$ cat config.mk
export PLATFORM = sky130hd
export DESIGN_NAME = agc_top
export DESIGN_NICKNAME = d
export VERILOG_FILES = /design/src/agc_pkg.sv /design/src/agc_ctl_if.sv /design/src/agc_top.sv /design/src/agc_decode.sv
export VERILOG_INCLUDE_DIRS = /design/src
export SDC_FILE = /design/constraint.sdc
export NUM_CORES = 1
export LEC_CHECK = 0
export BUFFER_PORTS_ARGS = -buffer_cell sky130_fd_sc_hd__buf_2
export CAP_MARGIN = 10
export CORE_ASPECT_RATIO = 0.5
export CORE_UTILIZATION = 45
export CTS_CLUSTER_DIAMETER = 50
export DETAILED_ROUTE_END_ITERATION = 12
export MAX_ROUTING_LAYER = met4
export PLACE_DENSITY = 0.73
export SETUP_SLACK_MARGIN = 0.4
export SKIP_LAST_GASP = 1
export SYNTH_ARGS = -nofsm -noshare
export SYNTH_HDL_FRONTEND = slang
export SYNTH_SLANG_ARGS = --single-unit
$ cat constraint.sdc
create_clock -name clk -period 2.5 [get_ports clk]
set_clock_uncertainty 0.1 [all_clocks]
set_input_delay 0.625 -clock clk [delete_from_list [all_inputs] [get_ports clk]]
set_output_delay 0.625 -clock clk [all_outputs]
set_load 0.05 [all_outputs]
$ cat src/agc_params.svh
// Purpose: Constants for the amplifier gain-control register bank
// Assumes: 32-bit AXI4-Lite bus, 12-bit byte address
// Notes: Offsets, field positions, reset values and codes live here only
`ifndef AGC_PARAMS_SVH
`define AGC_PARAMS_SVH

// ====================================================================
// Address map
`define AGC_ADDR_W 12
`define AGC_CTRL_BASE 12'h000
`define AGC_STAT_OFS 12'h010

// ====================================================================
// Control word layout
`define AGC_EN_BIT 15
`define AGC_ROUTE_BIT 14
`define AGC_POS_HI 13
`define AGC_POS_LO 11
`define AGC_NEG_HI 10
`define AGC_NEG_LO 8
`define AGC_GAIN_HI 2
`define AGC_GAIN_LO 0
`define AGC_CTRL_RESET 16'h0000
`define AGC_CTRL_WMASK 16'hFF07

// ====================================================================
// Field codes
`define AGC_GAIN_X4 3'h2
`define AGC_GAIN_X8 3'h3
`define AGC_GAIN_X16 3'h4
`define AGC_GAIN_X32 3'h5
`define AGC_GAIN_X64 3'h6
`define AGC_POS_LAST 3'h3
`define AGC_NEG_GND_A 3'h0
`define AGC_NEG_PIN2 3'h1
`define AGC_NEG_PIN3 3'h2
`define AGC_NEG_GND_B 3'h3

// ====================================================================
// Bus answers
`define AGC_RESP_OKAY 2'h0
`define AGC_RESP_SLVERR 2'h2

`endif

$ cat src/agc_pkg.sv
// Purpose: Shared types for the amplifier gain-control block
// Assumes: Constants come from agc_params.svh
// Notes: Types only
package agc_pkg;
  // Stored control word
  typedef logic [15:0] agc_ctrl_t;
  // One-hot gain: x4, x8, x16, x32, x64 from bit 0 up
  typedef logic [4:0] agc_gain_t;
  // One-hot positive input one to four
  typedef logic [3:0] agc_pos_t;
  // One-hot negative source: ground, pin two, pin three
  typedef logic [2:0] agc_neg_t;
endpackage : agc_pkg

$ cat src/agc_ctl_if.sv
// Purpose: Carrier between the register bank and one channel decoder
// Assumes: Single clock domain
// Notes: One instance per amplifier channel
`timescale 1ns/10ps
interface agc_ctl_if;
  import agc_pkg::*;
  // Stored control word
  agc_ctrl_t ctrlWord;
  // Decoded analog controls
  logic powerDown;
  logic pinRoute;
  agc_pos_t posSel;
  agc_neg_t negSel;
  agc_gain_t gainSel;
  // Reserved-code flags
  logic rsvGain;
  logic rsvPos;
  logic rsvNeg;
  modport regs (output ctrlWord, input powerDown, pinRoute, posSel, negSel,
    gainSel, rsvGain, rsvPos, rsvNeg);
  modport dec (input ctrlWord, output powerDown, pinRoute, posSel, negSel,
    gainSel, rsvGain, rsvPos, rsvNeg);
endinterface : agc_ctl_if

$ cat src/agc_top.sv
// Purpose: AXI4-Lite control register bank for the gain amplifiers
// Assumes: One clock, synchronous active-low reset, one access at a time
// Notes: Decoded analog controls are registered one cycle after the word
//
// Contract
// - Route bit connects output to reference pin
// - Gain codes 2..6 give x4..x64
// - Bits seven to three read zero
// - Enable, route, positive, negative field layout
// - Positive codes 0..3 pick inputs one-four
// - Negative: ground, pin two, pin three
// - Channel n output goes to pin n
//
// The register offsets and the AXI4-Lite interface to the registers were left to the implementer.
`timescale 1ns/10ps
`include "agc_params.svh"
module agc_top
  import agc_pkg::*;
#(
  parameter int NUM_CH = 2
) (
  // Clock and reset
  input wire logic clk,
  input wire logic rstn,
  // AXI4-Lite write address
  input wire logic [`AGC_ADDR_W-1:0] s_axi_awaddr,
  input wire logic s_axi_awvalid,
  output logic s_axi_awready,
  // AXI4-Lite write data
  input wire logic [31:0] s_axi_wdata,
  input wire logic [3:0] s_axi_wstrb,
  input wire logic s_axi_wvalid,
  output logic s_axi_wready,
  // AXI4-Lite write response
  output logic [1:0] s_axi_bresp,
  output logic s_axi_bvalid,
  input wire logic s_axi_bready,
  // AXI4-Lite read address
  input wire logic [`AGC_ADDR_W-1:0] s_axi_araddr,
  input wire logic s_axi_arvalid,
  output logic s_axi_arready,
  // AXI4-Lite read data
  output logic [31:0] s_axi_rdata,
  output logic [1:0] s_axi_rresp,
  output logic s_axi_rvalid,
  input wire logic s_axi_rready,
  // Per-channel analog controls
  output logic [NUM_CH-1:0] ampPowerDown,
  output logic [NUM_CH-1:0] ampPinRoute,
  output agc_pos_t [NUM_CH-1:0] ampPosSel,
  output agc_neg_t [NUM_CH-1:0] ampNegSel,
  output agc_gain_t [NUM_CH-1:0] ampGainSel
);

  // ==================================================================
  // Address helpers
  // Word index of a channel's control register
  function automatic logic [`AGC_ADDR_W-3:0] ctrlIdx(input int ch);
    logic [`AGC_ADDR_W-1:0] base;
    base = `AGC_CTRL_BASE;
    ctrlIdx = base[`AGC_ADDR_W-1:2] + (`AGC_ADDR_W-2)'(ch);
  endfunction : ctrlIdx

  // ==================================================================
  // Write path state
  // Held write address and its flag
  logic awHeld_ff;
  logic [`AGC_ADDR_W-1:0] awAddr_ff;
  // Held write data, strobes and flag
  logic wHeld_ff;
  logic [15:0] wData_ff;
  logic [1:0] wStrb_ff;
  // Response channel
  logic bvalid_ff;
  logic [1:0] bresp_ff;
  // Both halves present, one write carried out
  logic doWrite;
  // Per-channel write hit
  logic [NUM_CH-1:0] wrHit;

  // ==================================================================
  // Read path state
  logic rvalid_ff;
  logic [1:0] rresp_ff;
  logic [31:0] rdata_ff;
  // Read data chosen for the current address
  logic [31:0] nxt_rdata;
  logic [1:0] nxt_rresp;

  // ==================================================================
  // Register storage and decoder links
  agc_ctrl_t ctrlReg_ff [NUM_CH];
  // Writable bits; bits seven to three are never stored
  localparam agc_ctrl_t CtrlMask = `AGC_CTRL_WMASK;
  // Status view of every channel, four bits each
  logic [31:0] statusWord;

  // Accept each half only while not holding one and no answer pending;
  // this keeps one write in flight as the bus allows.
  assign s_axi_awready = !awHeld_ff && !bvalid_ff;
  assign s_axi_wready = !wHeld_ff && !bvalid_ff;
  assign doWrite = awHeld_ff && wHeld_ff && !bvalid_ff;
  assign s_axi_bvalid = bvalid_ff;
  assign s_axi_bresp = bresp_ff;

  // ==================================================================
  // Write address capture
  always_ff @(posedge clk) begin
    if (!rstn) begin
      awHeld_ff <= 1'b0;
      awAddr_ff <= '0;
    end else if (s_axi_awvalid && s_axi_awready) begin
      awHeld_ff <= 1'b1;
      awAddr_ff <= s_axi_awaddr;
    end else if (doWrite) begin
      // Released once the write is done
      awHeld_ff <= 1'b0;
    end
  end

  // ==================================================================
  // Write data capture
  always_ff @(posedge clk) begin
    if (!rstn) begin
      wHeld_ff <= 1'b0;
      wData_ff <= 16'h0000;
      wStrb_ff <= 2'h0;
    end else if (s_axi_wvalid && s_axi_wready) begin
      // Only the low half-word lands in the 16-bit registers
      wHeld_ff <= 1'b1;
      wData_ff <= s_axi_wdata[15:0];
      wStrb_ff <= s_axi_wstrb[1:0];
    end else if (doWrite) begin
      wHeld_ff <= 1'b0;
    end
  end

  // ==================================================================
  // Write response: OKAY for a control register, SLVERR elsewhere
  always_ff @(posedge clk) begin
    if (!rstn) begin
      bvalid_ff <= 1'b0;
      bresp_ff <= `AGC_RESP_OKAY;
    end else if (doWrite) begin
      bvalid_ff <= 1'b1;
      bresp_ff <= (|wrHit) ? `AGC_RESP_OKAY : `AGC_RESP_SLVERR;
    end else if (s_axi_bready) begin
      bvalid_ff <= 1'b0;
    end
  end

  // ==================================================================
  // Per-channel control register and decoder
  for (genvar ch = 0; ch < NUM_CH; ch++) begin : g_ch
    agc_ctl_if cif ();
    assign wrHit[ch] = (awAddr_ff[`AGC_ADDR_W-1:2] == ctrlIdx(ch));

    // Byte lanes honoured; unimplemented bits never store
    always_ff @(posedge clk) begin
      if (!rstn) begin
        ctrlReg_ff[ch] <= `AGC_CTRL_RESET;
      end else if (doWrite && wrHit[ch]) begin
        if (wStrb_ff[0]) begin
          ctrlReg_ff[ch][7:0] <= wData_ff[7:0] & CtrlMask[7:0];
        end
        if (wStrb_ff[1]) begin
          ctrlReg_ff[ch][15:8] <= wData_ff[15:8];
        end
      end
    end

    // Word goes to the decoder; enable changes leave other fields alone
    assign cif.ctrlWord = ctrlReg_ff[ch];
    agc_decode u_dec (
      .clk (clk),
      .rstn (rstn),
      .cif (cif)
    );

    assign ampPinRoute[ch] = cif.pinRoute;
    assign ampPowerDown[ch] = cif.powerDown;
    assign ampPosSel[ch] = cif.posSel;
    assign ampNegSel[ch] = cif.negSel;
    assign ampGainSel[ch] = cif.gainSel;
    // Status nibble: reserved gain, pos, neg, then power-down
    assign statusWord[4*ch +: 4] = {cif.powerDown, cif.rsvNeg, cif.rsvPos,
      cif.rsvGain};

  end
  // Unused status bits read zero
  if (NUM_CH < 8) begin : g_stat_pad
    assign statusWord[31:4*NUM_CH] = '0;
  end

  // ==================================================================
  // Read selection
  always_comb begin
    nxt_rdata = 32'h0000_0000;
    nxt_rresp = `AGC_RESP_SLVERR;
    // Status word: read-only view of the decoder flags
    if (s_axi_araddr[`AGC_ADDR_W-1:2] == (`AGC_ADDR_W-2)'(`AGC_STAT_OFS >> 2)) begin
      nxt_rdata = statusWord;
      nxt_rresp = `AGC_RESP_OKAY;
    end
    for (int ch = 0; ch < NUM_CH; ch++) begin
      if (s_axi_araddr[`AGC_ADDR_W-1:2] == ctrlIdx(ch)) begin
        nxt_rdata = {16'h0000, ctrlReg_ff[ch] & `AGC_CTRL_WMASK};
        nxt_rresp = `AGC_RESP_OKAY;
      end
    end
  end

  // ==================================================================
  // Read channel: answer one cycle after the address is taken
  assign s_axi_arready = !rvalid_ff;
  assign s_axi_rvalid = rvalid_ff;
  assign s_axi_rdata = rdata_ff;
  assign s_axi_rresp = rresp_ff;

  always_ff @(posedge clk) begin
    if (!rstn) begin
      rvalid_ff <= 1'b0;
      rdata_ff <= 32'h0000_0000;
      rresp_ff <= `AGC_RESP_OKAY;
    end else if (s_axi_arvalid && s_axi_arready) begin
      rvalid_ff <= 1'b1;
      rdata_ff <= nxt_rdata;
      rresp_ff <= nxt_rresp;
    end else if (s_axi_rready) begin
      rvalid_ff <= 1'b0;
    end
  end
endmodule : agc_top

$ cat src/agc_decode.sv
// Purpose: Decode one control word into registered analog controls
// Assumes: Control word is stable logic on clk
// Notes: Reserved codes connect nothing and raise a flag
`timescale 1ns/10ps
`include "agc_params.svh"
module agc_decode
  import agc_pkg::*;
(
  // Clock and reset
  input wire logic clk,
  input wire logic rstn,
  // Control word in, decoded controls out
  agc_ctl_if.dec cif
);
  // Field views
  logic [2:0] posCode;
  logic [2:0] negCode;
  logic [2:0] gainCode;
  agc_pos_t nxt_pos;
  agc_gain_t nxt_gain;
  agc_neg_t nxt_neg;
  assign posCode = cif.ctrlWord[`AGC_POS_HI:`AGC_POS_LO];
  assign negCode = cif.ctrlWord[`AGC_NEG_HI:`AGC_NEG_LO];
  assign gainCode = cif.ctrlWord[`AGC_GAIN_HI:`AGC_GAIN_LO];

  // ==================================================================
  // Positive input one-hot, one line per input
  // positive input decode
  for (genvar i = 0; i < 4; i++) begin : g_pos
    assign nxt_pos[i] = (posCode == 3'(i));
  end

  // ==================================================================
  // Gain and negative source decode
  always_comb begin
    case (gainCode)
      `AGC_GAIN_X4: nxt_gain = 5'h01;
      `AGC_GAIN_X8: nxt_gain = 5'h02;
      `AGC_GAIN_X16: nxt_gain = 5'h04;
      `AGC_GAIN_X32: nxt_gain = 5'h08;
      `AGC_GAIN_X64: nxt_gain = 5'h10;
      default: nxt_gain = 5'h00;
    endcase
    case (negCode)
      `AGC_NEG_GND_A, `AGC_NEG_GND_B: nxt_neg = 3'h1;
      `AGC_NEG_PIN2: nxt_neg = 3'h2;
      `AGC_NEG_PIN3: nxt_neg = 3'h4;
      default: nxt_neg = 3'h0;
    endcase
  end

  // ==================================================================
  // Registered outputs keep the analog side glitch free
  always_ff @(posedge clk) begin
    if (!rstn) begin
      cif.powerDown <= 1'b1;
      cif.pinRoute <= 1'b0;
      cif.posSel <= 4'h0;
      cif.negSel <= 3'h0;
      cif.gainSel <= 5'h00;
      cif.rsvGain <= 1'b0;
      cif.rsvPos <= 1'b0;
      cif.rsvNeg <= 1'b0;
    end else begin
      cif.powerDown <= ~cif.ctrlWord[`AGC_EN_BIT];
      cif.pinRoute <= cif.ctrlWord[`AGC_ROUTE_BIT];
      cif.posSel <= nxt_pos;
      cif.negSel <= nxt_neg;
      cif.gainSel <= nxt_gain;
      cif.rsvGain <= (nxt_gain == 5'h00);
      cif.rsvPos <= (posCode > `AGC_POS_LAST);
      cif.rsvNeg <= (nxt_neg == 3'h0);
    end
  end
endmodule : agc_decode

==> results.md <==
Detailed routing:
- Detailed routing placed a total of 492 um of wire on met3.
- The met2 wire length is 3390 um.
- The iteration count of the initial detailed-routing pass is 5.
- The detailed router put a total of between 3000 and 4000 um of wire on met1.
- In this run the remaining antenna-violating nets after routing total 0.
- The mean number of vias per cell is roughly 4.9.
- The wire length per cell after detailed routing is 13.9 um.
- For this block, the initial DRC count from the detailed router was ~160.
- For this run, design rule violations remaining after detail routing come to 0.
- The via count of the routed design is 2812.
- Routed signal wires occupy layers up through met4.
- The total length of routed wires is about 7900 um.

GRT:
- The total overflow left after global routing is 0.
- The maximum number of pins on one net before global-route repair is 40.
- The via count of the first global-routing pass is 2494.
- The initial antenna violation count is 0.
- The global-route wire length before repair is 12300 um.
- Global routing consumed, over all layers together, 18.6% of the routing resources.

Floorplan:
- The number of placement rows is 23.
- The full die area is approximately 0.0091 mm^2.
- 136 I/O pins were placed.
- The floorplan step set the die height to 67.9 um.
- The core region is 0.00820 mm^2.
- The initial utilization of the core area, before any placement, comes to 47.7%.
- The die is 134 um wide.

STA:
- Setup violations remaining at the end of the flow were counted as 0.
- The final count of pins violating max slew is 0.
- In the finished design, the share of the clock period the worst path needs comes to 77.7%.
- The actual transition at the worst max-transition pin is 0.890 ns.
- Summed over all failing endpoints, the final setup total negative slack is 0 ns.
- Setup repair after global routing left no endpoint under its margin.
- The count of final hold-check violations was 0.
- Timing would allow up to between 0.5 and 0.6 GHz.
- Counting I/O delays and the setup requirement, the final critical path takes 1.94 ns.
- In this run the tightest slew margin relative to its limit is 40.5%.

Critical path:
- The worst reg2reg path endpoint is ctrlReg_ff[0][5].
- Data on the critical path arrives at its endpoint at between 1.5 and 2 ns.
- Along the worst path, the maximum fanout reaches 14.
- The logic depth of the worst register-to-register path is 4.
- The nature of the critical path startpoint is a flip-flop.
- STA classifies the critical path endpoint as a flip-flop.
- In this run the register-to-register setup slack is 0.56 ns.
- The worst register-to-register path begins at awAddr_ff[4].
- STA puts the critical path data required time at 2.45 ns.
- The category of the critical setup timing path is reg2reg.

Clock tree:
- The total clock sinks is 101.
- The clock buffer count from CTS is 9.
- The hold buffer count at cts is 0.
- The H-tree was split into 3 levels.
- The longest clock path from root to sink contains 2 buffers.
- The cell sitting at the root of the clock tree is a sky130_fd_sc_hd__clkbuf_16.
- The later-pin clock latency in the skew report is 0.34 ns.
- The clock-pin slew on the worst setup and hold paths is 0.06 ns.
- TritonCTS built the clock tree.

Synthesis:
- The total standard cell area after synthesis is 0.00391 mm^2.
- Synthesis produced a netlist whose cell count is 365.
- The mean area per synthesized cell is between 10 and 15 um^2.
- Yosys printed 0 warnings.
- In this run, synthesis produced a sequential element count of approximately 100.
- After synthesis, flip-flops and latches occupy a little under three fifths of the total area.
- The distinct cell type count of the synthesized netlist is 41.

Final layout:
- The final cell utilization of the core is 57.4%.
- The share of post-route cells with drive strength above 1 is 29.7%.
- For this run, the post-layout net count is between 500 and 600.
- Compared with the post-synthesis result, the final layout area differs by 20.3%.
- The antenna diode instance count is 0.
- The fill cell instance count of the final layout is 714.
- The count of cells in the finished layout, fillers not included, comes to 570.

Run status:
- The run finished with clean final reports.

Placement:
- The weighted congestion reported at the end of routability-driven placement is 0.792.
- The quantity of I/O buffers inserted on ports is 90.
- The cell total after placement is 551.
- The placed wire-length estimate is about 5500 um.

Worst hold path:
- The start point of the worst min-delay path is g_ch[1].u_dec.cif.rsvPos.
- The worst min-delay path class is reg2reg.
- The endpoint of the worst hold path is s_axi_rdata[5].
- The depth of the worst hold-timing path is 1.

Power:
- The worst supply voltage drop on vdd is ~360 uV.
- The power density of the placed cells is 732 mW/mm^2.
- The leakage dissipation is around 0.0020 uW.

Run:
- The tool flagged a number of max-cap violations equal to 0.
## worst max-delay path by stage
| stage | startpoint | cells past startpoint | slack, ns | end |
|---|---|---|---|---|
| 6_report | awAddr_ff[4] | 4 | 0.56 | ctrlReg_ff[0][5] |
| 2_1_floorplan | s_axi_bvalid | 5 | 0.43 | ctrlReg_ff[0][0] |
| 3_5_place_dp | awAddr_ff[5] | 3 | 0.39 | ctrlReg_ff[0][2] |
| 4_1_cts | awAddr_ff[5] | 3 | 0.43 | ctrlReg_ff[0][3] |
| 3_3_place_gp | rstn | 4 | 0.47 | s_axi_rdata[7] |
| 5_1_grt | awAddr_ff[4] | 4 | 0.46 | ctrlReg_ff[0][5] |
## state kept, by name, indices dropped and copies added (netlist names), 2 cells and up
signal,flops
g_ch.u_dec.cif.negSel,6
g_ch.u_dec.cif.gainSel,10
s_axi_rdata,16
g_ch.u_dec.cif.rsvPos,2
g_ch.u_dec.cif.rsvNeg,2
g_ch.u_dec.cif.powerDown,2
ctrlReg_ff,22
awAddr_ff,10
g_ch.u_dec.cif.posSel,8
wData_ff,11
wStrb_ff,2
g_ch.u_dec.cif.pinRoute,2
g_ch.u_dec.cif.rsvGain,2
## where the power goes
group	total [uW]	switching (uW)	internal (uW)
Clock	1280	554	722
Combinational	398	282	116
Sequential	1770	46.4	1730
Total	3450	882	2560
## synth_stat cells (all sizes together)
master / number / area share, %
nand2b: 9 / 1.4
nor4b: 5 / 1.1
clkinv: 1 / 0.096
nor2: 23 / 2.2
nand3: 3 / 0.38
nand4: 2 / 0.86
o2bb2ai: 8 / 1.8
clkbuf: 12 / 1.2
nor2b: 3 / 0.48
dfxtp: 79 / 40
nor3b: 8 / 1.5
buf: 29 / 5.7
edfxtp: 22 / 17
a21oi: 19 / 2.4
a41oi: 1 / 0.22
a22o: 5 / 1.3
or2: 2 / 0.32
inv: 17 / 1.6
nor4: 27 / 5.0
xor2: 2 / 0.45
nand2: 38 / 3.6
a211oi: 3 / 0.58
and4b: 3 / 0.77
o31ai: 2 / 0.38
and2: 6 / 0.96
mux2i: 18 / 4.6
mux2: 3 / 0.86
o211a: 1 / 0.26
nor3: 2 / 0.26
or3b: 1 / 0.22
a222oi: 3 / 0.77
o21ai: 4 / 0.51
conb: 1 / 0.096
and4: 1 / 0.26
and3b: 2 / 0.48
## cell families after synthesis
kind of cell / count (synthesis) / synth area share (%)
flops: 101 / 57.3
simple gates: 135 / 19.9
mux: 21 / 5.47
compound gates: 46 / 8.22
buf+inv: 59 / 8.54
other cells: 1 / 0.0958
xor+xnor: 2 / 0.448
## per-layer routing
metal	vias up	GRT usage, %
met5	-	-
met4	0	8.38
met3	12	4.81
met2	102	27.0
met1	1278	24.4
li1	1420	-
## layout by cell type, fill, tap and decap left out, types with 3 or more instances in the layout
cell,n
sky130_fd_sc_hd__a211oi_1,3
sky130_fd_sc_hd__a21oi_1,19
sky130_fd_sc_hd__a222oi_1,3
sky130_fd_sc_hd__a22o_2,5
sky130_fd_sc_hd__and2_1,6
sky130_fd_sc_hd__and4b_1,3
sky130_fd_sc_hd__buf_2,90
sky130_fd_sc_hd__buf_4,10
sky130_fd_sc_hd__clkbuf_16,9
sky130_fd_sc_hd__clkinv_1,3
sky130_fd_sc_hd__conb_1,18
sky130_fd_sc_hd__dfxtp_1,79
sky130_fd_sc_hd__edfxtp_1,22
sky130_fd_sc_hd__inv_1,17
sky130_fd_sc_hd__mux2_2,3
sky130_fd_sc_hd__mux2i_1,18
sky130_fd_sc_hd__nand2_1,38
sky130_fd_sc_hd__nand2b_1,9
sky130_fd_sc_hd__nand3_1,3
sky130_fd_sc_hd__nor2_1,23
sky130_fd_sc_hd__nor2b_1,3
sky130_fd_sc_hd__nor3b_1,7
sky130_fd_sc_hd__nor4_1,24
sky130_fd_sc_hd__nor4b_1,5
sky130_fd_sc_hd__o2bb2ai_1,8
## what timing repair did
action,in CTS,in global routing
endpoints found under the setup margin,3,22
cloned,0,1
endpoints found under the hold margin,0,0
pin swaps,0,2
setup buffers,0,2
gates resized for setup,1,3
## per-stage QoR
| step | hold slack (ns) | setup slack, ns | total power (uW) | area (um^2) |
|---|---|---|---|---|
| after floorplan | 0.315 | 0.425 | 2120 | 4000 |
| after detailed placement | 0.329 | 0.390 | 2190 | 4380 |
| after CTS | 0.346 | 0.435 | 3460 | 4670 |
| final | 0.346 | 0.557 | 3450 | 4710 |
| after global placement | 0.328 | 0.473 | 2190 | 4380 |
| after global routing | 0.361 | 0.464 | 3580 | 4710 |
## area by class of cell
| cell class | count | area [um^2] | share of cell area (%) |
|---|---|---|---|
| inverter | 18 | 67.6 | 1.44 |
| timing repair buffer | 100 | 526 | 11.2 |
| clock inverter | 4 | 22.5 | 0.478 |
| tap | 112 | 140 | 2.98 |
| multi-input combinational | 223 | 1450 | 30.9 |
| sequential | 101 | 2240 | 47.6 |
| clock buffer | 12 | 256 | 5.45 |
## worst max-delay path: stages, from the launching register on
cell                      delay [ns]
sky130_fd_sc_hd__dfxtp_1        0.33
sky130_fd_sc_hd__nor4_4         0.40
sky130_fd_sc_hd__nand4_4        0.32
sky130_fd_sc_hd__o31ai_4        0.33
sky130_fd_sc_hd__buf_4          0.17
No activity file was read; power rests on OpenSTA's default activity.
